File: src/verilog/flash_host_pkg.sv
package flash_host_pkg;

    localparam int ADDR_W = 23;
    localparam int DATA_W = 16;

    // command codes written on the data bus
    localparam logic [7:0] CMD_READ_ARRAY   = 8'hff;
    localparam logic [7:0] CMD_WORD_PROGRAM = 8'h40;
    localparam logic [7:0] CMD_OTP_PROGRAM  = 8'hc0;
    localparam logic [7:0] CMD_ERASE_SETUP  = 8'h20;
    localparam logic [7:0] CMD_CONFIRM      = 8'hd0;
    localparam logic [7:0] CMD_SUSPEND      = 8'hb0;
    localparam logic [7:0] CMD_READ_STATUS  = 8'h70;
    localparam logic [7:0] CMD_CLEAR_STATUS = 8'h50;

    // engine_status_word bit positions
    localparam int SR_READY       = 7;
    localparam int SR_ERASE_SUSP  = 6;
    localparam int SR_PROG_ERR    = 4;
    localparam int SR_SUPPLY_ERR  = 3;
    localparam int SR_PROG_SUSP   = 2;
    localparam int SR_LOCK_ERR    = 1;

    // bus timing in ns and derived cycle counts at 100 MHz
    localparam int CLK_NS     = 10;
    localparam int T_WE_NS    = 60;
    localparam int T_ACC_NS   = 90;
    localparam int T_HOLD_NS  = 20;
    localparam int WE_CYC     = (T_WE_NS + CLK_NS - 1) / CLK_NS;
    localparam int ACC_CYC    = (T_ACC_NS + CLK_NS - 1) / CLK_NS;
    localparam int HOLD_CYC   = (T_HOLD_NS + CLK_NS - 1) / CLK_NS;
    localparam int CNT_W      = 4;

    typedef enum logic [3:0] {
        OP_PROGRAM      = 4'h0,
        OP_OTP_PROGRAM  = 4'h1,
        OP_ERASE        = 4'h2,
        OP_SUSPEND      = 4'h3,
        OP_RESUME       = 4'h4,
        OP_READ_STATUS  = 4'h5,
        OP_CLEAR_STATUS = 4'h6,
        OP_READ_ARRAY   = 4'h7,
        OP_READ         = 4'h8
    } op_t;

    typedef struct packed {
        op_t               op;
        logic [ADDR_W-1:0] addr;
        logic [DATA_W-1:0] data;
        logic              poll;
    } req_t;

    typedef struct packed {
        logic              ready;
        logic              erase_suspended;
        logic              prog_error;
        logic              supply_error;
        logic              prog_suspended;
        logic              lock_error;
    } status_t;

endpackage : flash_host_pkg

File: src/verilog/flash_command_write_engine.sv
`timescale 1ns/1ps

// Overview of operation
// (RULE_01) program: setup code 40h then data, both to the same address
// (RULE_02) status bit 7 is one when engine ready, zero while busy
// (RULE_03) bit 3 supply fault, bit 4 program fail, bit 1 locked block
// (RULE_04) error bits stay set until clear-status 50h is written
// (RULE_05) host clears error bits before continuing after an error
// (RULE_06) read-array FFh returns partition to array reads after programming
// (RULE_07) full error check after each program or once after a sequence
// (RULE_08) suspend B0h halts programming; bit 2 shows suspended or completed
// (RULE_09) during program suspend other blocks may be read
// (RULE_10) resume D0h written to the suspended block continues the operation
// (RULE_11) status refreshes only on a new read cycle after suspend
// (RULE_12) erase suspend reports bit 6 suspended or already completed
// (RULE_13) during erase suspend other blocks may be read or programmed
// (RULE_14) protection programming: C0h then data; bad address gives error
// (RULE_15) only one partition programs or erases at a time
// (RULE_16) partitions keep their last read mode until a new command
// (RULE_17) engine next state ignores partition read output mode
// (RULE_18) bit 7 is zero for the whole operation, one when finished
module flash_command_write_engine
    import flash_host_pkg::*;
(
    input  wire logic                ref_clk,
    input  wire logic                reset,
    input  wire logic                req_valid,
    output      logic                req_ready,
    input  wire req_t                req,
    output      logic                done,
    output      logic [DATA_W-1:0]   rd_data,
    output      status_t             status,
    output      logic                error,
    output      logic [ADDR_W-1:0]   flash_addr,
    output      logic                flash_ce_n,
    output      logic                flash_oe_n,
    output      logic                flash_we_n,
    input  wire logic [DATA_W-1:0]   flash_dq_in,
    output      logic [DATA_W-1:0]   flash_dq_out,
    output      logic                flash_dq_oe_n
);

    typedef enum logic [3:0] {
        S_IDLE    = 4'h0,
        S_WR      = 4'h1,
        S_WR_GAP  = 4'h2,
        S_RD      = 4'h3,
        S_RD_GAP  = 4'h4,
        S_NEXT    = 4'h5,
        S_DONE    = 4'h6
    } state_t;

    state_t             state_q;
    req_t               req_q;
    logic [1:0]         step_q;
    logic [CNT_W-1:0]   cnt_q;
    logic [DATA_W-1:0]  wr_word;
    logic               last_step;
    logic               is_read_step;
    logic               want_poll;
    logic               busy_seen;

    ////////////////////////////////////////////////////////////////////////////
    // sequence decode: which word goes out on each step

    always_comb begin
        wr_word      = '0;
        last_step    = 1'b1;
        is_read_step = 1'b0;
        want_poll    = req_q.poll;
        case (req_q.op)
            OP_PROGRAM: begin
                wr_word   = (step_q == 2'd0) ? {8'h00, CMD_WORD_PROGRAM} : req_q.data; // RULE_01
                last_step = (step_q == 2'd1) && !req_q.poll;
                is_read_step = (step_q == 2'd2);
                last_step = last_step || is_read_step;
            end
            OP_OTP_PROGRAM: begin
                wr_word   = (step_q == 2'd0) ? {8'h00, CMD_OTP_PROGRAM} : req_q.data; // RULE_14
                last_step = ((step_q == 2'd1) && !req_q.poll) || (step_q == 2'd2);
                is_read_step = (step_q == 2'd2);
            end
            OP_ERASE: begin
                wr_word   = (step_q == 2'd0) ? {8'h00, CMD_ERASE_SETUP}
                                             : {8'h00, CMD_CONFIRM};
                last_step = ((step_q == 2'd1) && !req_q.poll) || (step_q == 2'd2);
                is_read_step = (step_q == 2'd2);
            end
            OP_SUSPEND: begin
                // suspend, then a fresh read cycle so the status word updates
                wr_word   = {8'h00, CMD_SUSPEND}; // RULE_08
                last_step = (step_q == 2'd1);
                is_read_step = (step_q == 2'd1); // RULE_11
                want_poll = 1'b1;
            end
            OP_RESUME: begin
                wr_word = {8'h00, CMD_CONFIRM}; // RULE_10
            end
            OP_READ_STATUS: begin
                wr_word   = {8'h00, CMD_READ_STATUS};
                last_step = (step_q == 2'd1);
                is_read_step = (step_q == 2'd1);
            end
            OP_CLEAR_STATUS: begin
                wr_word = {8'h00, CMD_CLEAR_STATUS}; // RULE_05
            end
            OP_READ_ARRAY: begin
                wr_word = {8'h00, CMD_READ_ARRAY}; // RULE_06
            end
            OP_READ: begin
                // partition keeps its read mode; plain read cycle only
                is_read_step = 1'b1; // RULE_09 RULE_13 RULE_16
            end
            default: begin
                wr_word = '0;
            end
        endcase
    end

    // judge the word just captured: the bus is released by the time the gap ends
    assign busy_seen = !rd_data[SR_READY];

    ////////////////////////////////////////////////////////////////////////////
    // bus sequencer

    always_ff @(posedge ref_clk) begin
        if (reset) begin
            state_q <= S_IDLE;
            req_q   <= '0;
            step_q  <= 2'd0;
            cnt_q   <= '0;
        end else begin
            case (state_q)
                S_IDLE: begin
                    // one operation at a time: no new request while one runs
                    if (req_valid) begin // RULE_15
                        req_q   <= req;
                        step_q  <= 2'd0;
                        cnt_q   <= '0;
                        state_q <= (req.op == OP_READ) ? S_RD : S_WR;
                    end
                end
                S_WR: begin
                    if (cnt_q == CNT_W'(WE_CYC - 1)) begin
                        cnt_q   <= '0;
                        state_q <= S_WR_GAP;
                    end else begin
                        cnt_q <= cnt_q + 1'b1;
                    end
                end
                S_WR_GAP: begin
                    if (cnt_q == CNT_W'(HOLD_CYC - 1)) begin
                        cnt_q   <= '0;
                        state_q <= S_NEXT;
                    end else begin
                        cnt_q <= cnt_q + 1'b1;
                    end
                end
                S_RD: begin
                    if (cnt_q == CNT_W'(ACC_CYC - 1)) begin
                        cnt_q   <= '0;
                        state_q <= S_RD_GAP;
                    end else begin
                        cnt_q <= cnt_q + 1'b1;
                    end
                end
                S_RD_GAP: begin
                    if (cnt_q == CNT_W'(HOLD_CYC - 1)) begin
                        cnt_q <= '0;
                        // keep polling with fresh read cycles while busy
                        if (want_poll && busy_seen && req_q.op != OP_SUSPEND &&
                            req_q.op != OP_READ_STATUS && req_q.op != OP_READ) begin
                            state_q <= S_RD; // RULE_02 RULE_18
                        end else begin
                            state_q <= S_DONE;
                        end
                    end else begin
                        cnt_q <= cnt_q + 1'b1;
                    end
                end
                S_NEXT: begin
                    if (last_step) begin
                        state_q <= S_DONE;
                    end else begin
                        step_q  <= step_q + 2'd1;
                        state_q <= is_read_next(req_q.op, step_q) ? S_RD : S_WR;
                    end
                end
                S_DONE: begin
                    state_q <= S_IDLE;
                end
                default: begin
                    state_q <= S_IDLE;
                end
            endcase
        end
    end

    function automatic logic is_read_next(input op_t op, input logic [1:0] step);
        is_read_next = (step == 2'd1) ||
                       (step == 2'd0 && (op == OP_SUSPEND || op == OP_READ_STATUS));
    endfunction : is_read_next

    ////////////////////////////////////////////////////////////////////////////
    // captured read data and decoded status

    always_ff @(posedge ref_clk) begin
        if (reset) begin
            rd_data <= '0;
        end else if (state_q == S_RD && cnt_q == CNT_W'(ACC_CYC - 1)) begin
            rd_data <= flash_dq_in;
        end
    end

    always_comb begin
        status.ready           = rd_data[SR_READY];       // RULE_02
        status.erase_suspended = rd_data[SR_ERASE_SUSP];  // RULE_12
        status.prog_error      = rd_data[SR_PROG_ERR];    // RULE_03
        status.supply_error    = rd_data[SR_SUPPLY_ERR];  // RULE_03
        status.prog_suspended  = rd_data[SR_PROG_SUSP];   // RULE_08
        status.lock_error      = rd_data[SR_LOCK_ERR];    // RULE_03
        // error bits persist in the device until cleared, so one check suffices
        error = req_q.poll && (rd_data[SR_PROG_ERR] || rd_data[SR_SUPPLY_ERR] ||
                rd_data[SR_LOCK_ERR]); // RULE_04 RULE_07
    end

    ////////////////////////////////////////////////////////////////////////////
    // pin drive

    always_ff @(posedge ref_clk) begin
        if (reset) begin
            flash_addr    <= '0;
            flash_dq_out  <= '0;
            flash_dq_oe_n <= 1'b1;
            flash_we_n    <= 1'b1;
            flash_oe_n    <= 1'b1;
            flash_ce_n    <= 1'b1;
        end else begin
            flash_addr    <= req_q.addr;
            flash_dq_out  <= wr_word;
            flash_dq_oe_n <= !(state_q == S_WR || state_q == S_WR_GAP);
            flash_we_n    <= !(state_q == S_WR);
            flash_oe_n    <= !(state_q == S_RD);
            flash_ce_n    <= !(state_q == S_WR || state_q == S_RD);
        end
    end

    // the engine state is the device's; the host only tracks its own bus phase
    assign req_ready = (state_q == S_IDLE); // RULE_17
    assign done      = (state_q == S_DONE);

endmodule : flash_command_write_engine

File: config.mk
export PLATFORM = sky130hd
export DESIGN_NAME = flash_command_write_engine
export DESIGN_NICKNAME = d
export VERILOG_FILES = /design/src/verilog/flash_host_pkg.sv /design/src/verilog/flash_command_write_engine.sv
export SDC_FILE = /design/constraint.sdc
export NUM_CORES = 1
export LEC_CHECK = 0
export BUFFER_PORTS_ARGS = -buffer_cell sky130_fd_sc_hd__buf_4
export CAP_MARGIN = 20
export CORE_ASPECT_RATIO = 1.25
export CORE_MARGIN = 8
export CORE_UTILIZATION = 32
export DETAILED_ROUTE_END_ITERATION = 8
export GPL_TIMING_DRIVEN = 0
export PLACE_DENSITY = 0.62
export SLEW_MARGIN = 25
export SYNTH_ARGS = -nofsm -noshare
export SYNTH_HDL_FRONTEND = slang
export SYNTH_SLANG_ARGS = --single-unit
File: constraint.sdc
create_clock -name ref_clk -period 2.2 [get_ports ref_clk]
set_clock_uncertainty 0.05 [all_clocks]
set_input_delay 0.22 -clock ref_clk [delete_from_list [all_inputs] [get_ports ref_clk]]
set_output_delay 0.22 -clock ref_clk [all_outputs]
set_load 0.02 [all_outputs]
==> reports/qor.yml, run 1 <==
status: "complete, no violations"
hp-start: "req[33]"
hold_depth: 3
mostFrequentLayoutCells: "136 x buf_4, 135 x nand2_1, 112 x dfxtp_1"
cts_buffers: 9
insertion_delay_ps: 340
synthCells: 494
via_per_inst: 4.61
fin_ws_ps: 276
layoutNonFillerInstCount: 808
drc: 0
r2r_end: "req_q[32]"
fin_setup_tns_ps: 0
fmax_mhz: 520
yosysWarnings: 0
worst_slew_margin_rel_pct: 62.9
r2r_start: "state_q[0]"
p_leak_nw: 2.38
fin_crit_sh_pct: 87.4
antenna_cells: 0
start_util_pct: 32.9
sw_frac_of_total_pct: 32.4
numPortBuffers: 130
cp_cell_sequence: "clkbuf_1 -> nor3_1 -> and2_1 -> buf_2 -> buf_2 -> nand2_1 -> a21oi_1"
cts-root-buf: "clkbuf_16"
wl_per_cell_um: 14.2
reg2regPathDepth: 7
ys.flop_type: "dfxtp_1"
synth.distinct_cells: 48
pwr_density_cell_nw_per_um2: 939
synth_area_um2: 4190
wirelength_um: 11500
sequentialPowerShare_pct: 44.9
area_delta_synth_final_pct: 35.2
initialDrtViolationCount: 206
drive_gt1_share_pct: 26.9
final_common_cell: "buf_4"
fp-row-count: 46
dp.cells: 792
clkTransAtPathRegs_ps: 80
synth-seq-cells: 112
seq_area_frac_synth_pct: 53.5
io_pins: 131
worst_pin_slew_ps: 552
crit_path_max_incr_delay_ps: 390
die_h_um: 144
worst_ir_drop_vdd_uv: 390
holdBufCountCts: 0
period_minus_slack_ps: 1920
synth_async_sr_flop_share_pct: 0
synth_area_leaders: "dfxtp_1 54%, nand2_1 12%, a21oi_1 9.0%"
worst_hold_slack_ps: 65.6
min_path_type: "primary input to flop"
grt_max_degree: 20
crit_family: "buffers and inverters"
core_area_um2: 12700
p_clk_share_pct: 29.2
grt_setup_unrepaired: "false"
setup_violations: 0
worstPathArrival_ps: 2150
place_congestion: 0.818
final_hold_viol_count: 0
fillers: 1285
path_buf_inv: 3
timing.max_cap.violations: 0
crit_fanout: 10
dr.pass1.iters: 4
crit_path_start: "state_q[0]"
syn_avg_cell_area_um2: 8.48
synth_edf_count: 0
clock_sinks: 112
vias: 3723
dieArea_um2: 17000
intPower_w: 0.00360
yosysTopAreaCellShare_pct: 53.5
crit_type: "flop to flop"
end_kind: "flop"
grt_overflow_total: 0
reg2reg_slack_ps: 280
grt_util_all_layers_pct: 13.4
required_ps: 2420
p_comb_share_pct: 25.9
clockBufferDepth: 2
final_max_slew_viol_count: 0
cp-start-kind: "flop"
switchingPower_w: 0.00172
fin_nets: 704
hold_end: "req_q[33]"
ant_nets: 0
h-tree-depth: 3
pre_cts_slack_ps: 137
syn_nets: 563
yosysTopAreaCell: "dfxtp_1"
cpMaxStageDelayCell: "nor3_1"
grt_pass1_vias: 3729
grt_pass1_wl_um: 18400
path_common_cell: "buf_2"
fp.dieW_um: 118
cts_tree: "built"
dp_hpwl_um: 8740
antenna_found_initial: 0
## stage by stage
stage | util, % | total power, W | cell area, µm²
floorplan | - | 0.00333 | 4190
global placement | 42.3 | 0.00378 | 5380
detailed placement | 42.3 | 0.00382 | 5380
CTS | 44.5 | 0.00538 | 5660
global route | 44.5 | 0.00565 | 5660
finish | 44.5 | 0.00532 | 5660
## power by group through the flow
stage	Combinational, W	Clock, W	Sequential [W]
6_report	0.00138	0.00156	0.00239
5_1_grt	0.00154	0.00169	0.00242
4_1_cts	0.00139	0.00160	0.00239
3_3_place_gp	0.00135	0	0.00242
2_1_floorplan	0.000843	0	0.00249
3_5_place_dp	0.00139	0	0.00243
## worst max-delay path by stage
stage / depth (start not counted) / slack (ps) / to
after floorplan: 7 / 330 / req_q[29]
after global placement: 6 / 190 / flash_dq_out[13]
after detailed placement: 6 / 140 / flash_dq_out[13]
after CTS: 6 / 120 / flash_dq_out[13]
after global routing: 7 / 70 / req_q[35]
final: 7 / 280 / req_q[32]
## flip-flops by register name, indices dropped and copies added (netlist names)
name,cells
flash_dq_oe_n,1
rd_data,16
flash_oe_n,1
flash_ce_n,1
req_q,44
cnt_q,4
flash_addr,23
state_q,3
step_q,2
flash_we_n,1
flash_dq_out,16
## per-layer routing
layer | vias to the layer above | GRT usage [%] | part of all wire (%)
met4 | 0 | 5.88 | 1.9
met5 | - | 0 | 0
met3 | 17 | 4.91 | 7.4
met1 | 1698 | 15.2 | 43
li1 | 1897 | - | -
met2 | 111 | 22.2 | 48
## cell usage after synthesis (all sizes together), types with 2 or more instances
master  number
nand4b       2
mux2i        3
a211oi       2
o32ai        2
nand2b       3
nor3         9
or2          2
nor4bb       2
and2        10
o31a         2
nor2        19
dfxtp      112
or3          4
clkbuf      21
buf         19
nand3        4
a21oi       75
inv          9
o21ai        8
nor2b       24
xnor2        2
nand2      135
ha           6
## logic make-up (layout without fill, tap and decap cells)
family                   Yosys count  after routing  share of synthesized area, %
multiplexers                       3              3                         0.717
XOR/XNOR                           3              3                         0.627
flip-flops                       112            112                          53.5
adder cells (fa/ha/maj)            6              6                          1.79
buffers and inverters             49            195                          5.29
AND/OR/NAND/NOR                  225            225                          25.3
AO/OA/AOI/OAI                     96             96                          12.8
## worst min-delay path: cells and delay by family
family | cells | cell delay (ps)
compound gates | 1 | 50
buf+inv | 1 | 110
simple gates | 1 | 40
## area by class of cell
| cell class | instances | area [µm²] | area share, % |
|---|---|---|---|
| Sequential cell | 112 | 2240 | 39.6 |
| Buffer | 40 | 188 | 3.31 |
| Clock inverter | 6 | 52.6 | 0.928 |
| Timing Repair Buffer | 130 | 976 | 17.2 |
| Inverter | 9 | 33.8 | 0.596 |
| Multi-Input combinational cell | 333 | 1730 | 30.6 |
| Tap cell | 168 | 210 | 3.71 |
| Clock buffer | 10 | 229 | 4.04 |
## what timing repair did
item / in CTS / in global routing
gates resized for setup: 0 / 1
setup endpoints to repair: 0 / 8
setup buffers: 0 / 0
endpoints found under the hold margin: 0 / 0
No activity file was read; power rests on OpenSTA's default activity.
==> run 2: changes to the inputs <==
==> constraint.sdc (replaced) <==
create_clock -name ref_clk -period 1.8 [get_ports ref_clk]
set_clock_uncertainty 0.05 [all_clocks]
set_input_delay 0.18 -clock ref_clk [delete_from_list [all_inputs] [get_ports ref_clk]]
set_output_delay 0.18 -clock ref_clk [all_outputs]
set_load 0.02 [all_outputs]
==> run 2 against run 1 <==
Setup slack got worse by 250 ps. Critical path type unchanged. Global-route usage about the same. Critical endpoint is now step_q[1]. Combinational power increased by 33%.
==> reports/qor.yml, run 2 (same netlist as run 1, synthesis figures left out) <==
status: "complete, no violations"
crit_path_start: "step_q[1]"
numPortBuffers: 130  # unchanged
grt_pass1_vias: 3759  # +0.80%
mostFrequentLayoutCells: "152 x buf_4, 135 x nand2_1, 103 x dfxtp_1"
grt_setup_unrepaired: "true"
end_kind: "flop"
power.total_w: 0.00681  # +28%
timing.max_cap.violations: 0  # unchanged
clock_sinks: 112  # unchanged
hp-start: "req[20]"
switchingPower_w: 0.00222  # +29%
intPower_w: 0.00459  # +28%
setup_violations: 0  # unchanged
largest_register: "req_q"
drc: 0  # unchanged
fin_crit_sh_pct: 98.5  # +11 points
cts_tree: "built"
crit_path_max_incr_delay_ps: 400  # about the same
final_hold_viol_count: 0  # unchanged
worstPathArrival_ps: 1940  # -210 ps
required_ps: 1970  # -450 ps
grt_util_all_layers_pct: 13.4  # -0.018 points
fp-row-count: 46  # unchanged
final_max_slew_viol_count: 0  # unchanged
worst_slew_margin_rel_pct: 57.1  # -5.8 points
largest_reg_flops: 44  # unchanged
pre_cts_slack_ps: -313  # -450 ps
via_per_inst: 4.59  # -0.33%
crit_fanout: 3  # -7
sequentialPowerShare_pct: 43.4  # -1.5 points
drive_gt1_share_pct: 34.2  # +7.3 points
cpMaxStageDelayCell: "or3_4"
fin_nets: 716  # +1.7%
insertion_delay_ps: 350  # about the same
worst_hold_slack_ps: 18.6  # -47.1 ps
cts_buffers: 9  # unchanged
crit_type: "flop to flop"
dpl_cell_area_um2: 5380  # about the same
sw_frac_of_total_pct: 32.6  # +0.15 points
period_minus_slack_ps: 1770  # -151 ps
io_pins: 131  # unchanged
worst_pin_slew_ps: 643  # +91.0 ps
cp_cell_sequence: "inv_2 -> ha_4 -> or3_4 -> a211oi_4 -> mux2i_1 -> nor3_2"
antenna_found_initial: 0  # unchanged
r2r_start: "step_q[1]"
p_clk_share_pct: 29.5  # +0.3 points
cts-root-buf: "clkbuf_16"
dp_hpwl_um: 8730  # -0.13%
h-tree-depth: 3  # unchanged
final_common_cell: "buf_4"
fp.dieW_um: 118  # unchanged
clockBufferDepth: 2  # unchanged
stdcell_area_um2: 5980  # +5.5%
pwr_density_cell_nw_per_um2: 1140  # +21%
core_area_um2: 12700  # unchanged
dr.pass1.iters: 4  # unchanged
ant_nets: 0  # unchanged
initialDrtViolationCount: 136  # -34%
fin_ws_ps: 26.9  # -249 ps
antenna_cells: 0  # unchanged
place_congestion: 0.815  # -0.39%
final_util_pct: 47.0  # +2.4 points
cp-start-kind: "flop"
min_path_type: "primary input to flop"
path_buf_inv: 1  # -2
wl_per_cell_um: 14.1  # -0.84%
worst_ir_drop_vdd_uv: 467  # +20%
area_delta_synth_final_pct: 42.6
top_regs: "req_q: 44 flops, flash_addr: 23 flops"
start_util_pct: 32.9  # unchanged
crit_family: "simple AND/OR/NAND/NOR gates"
grt_max_degree: 22  # +10%
grt_pass1_wl_um: 18300  # -0.79%
dieArea_um2: 17000  # unchanged
p_leak_nw: 2.52  # +5.7%
vias: 3766  # +1.2%
p_comb_share_pct: 27.0  # +1.1 points
wirelength_um: 11600  # +0.64%
fmax_mhz: 564  # +8.5%
clkTransAtPathRegs_ps: 80  # about the same
die_h_um: 144  # unchanged
grt_overflow_total: 0  # unchanged
-- run 2: changes by cell type in the layout (fill, tap and decap cells not counted), moves of 5 or more --
cell	delta
buf_2	-6
buf_4	+16
clkbuf_1	-9
clkbuf_2	+5
dfxtp_1	-9
dfxtp_2	+6
-- run 2: worst paths after layout --
kind | endpoint | cells after the start | slack (ps)
worst max-delay path | step_q[1] | 6 | 30
worst min-delay path | req_q[20] | 3 | 20
worst max register to register | step_q[1] | 6 | 30
worst min register to register | req_q[36] | 2 | 400
-- run 2: per-layer routing --
layer	wire length, µm	vias to the layer above	global-route usage, %
met3	731	17	4.28
met5	0	-	0
met1	5040	1723	15.2
met4	262	0	7.16
met2	5540	106	22.1
li1	-	1920	-
-- run 2: worst min-delay path, stage by stage --
cell and delay [ps]:
buf_4 110, nand2_1 40, a21oi_1 50
-- run 2: power groups by stage --
| stage | logic (W) | registers, W | clock network (W) |
|---|---|---|---|
| 2_1_floorplan | 0.00104 | 0.00304 | 0 |
| 3_3_place_gp | 0.00166 | 0.00296 | 0 |
| 3_5_place_dp | 0.00170 | 0.00297 | 0 |
| 4_1_cts | 0.00170 | 0.00294 | 0.00209 |
| 5_1_grt | 0.00203 | 0.00300 | 0.00219 |
| 6_report | 0.00184 | 0.00296 | 0.00201 |
-- run 2: layout make-up --
class	count	area [µm²]
Inverter	9	36.3
Timing Repair Buffer	145	1090
Fill cell	1260	6740
Clock buffer	10	239
Sequential cell	112	2260
Buffer	37	216
Tap cell	168	210
Clock inverter	6	65.1
Multi-Input combinational cell	333	1860
-- run 2: per-stage QoR --
stage / instances / setup TNS, ps
finish: 820 / 0
global route: 820 / -117
CTS: 808 / 0
detailed placement: 792 / -3650
global placement: 792 / -2750
floorplan: 494 / 0
-- run 2: timing repair --
action	4_1_cts	5_1_grt
gates cloned	0	0
endpoints found under the setup margin	30	63
gates resized for setup	17	45
pin swaps	4	11
setup buffers	2	13
hold buffers	0	0
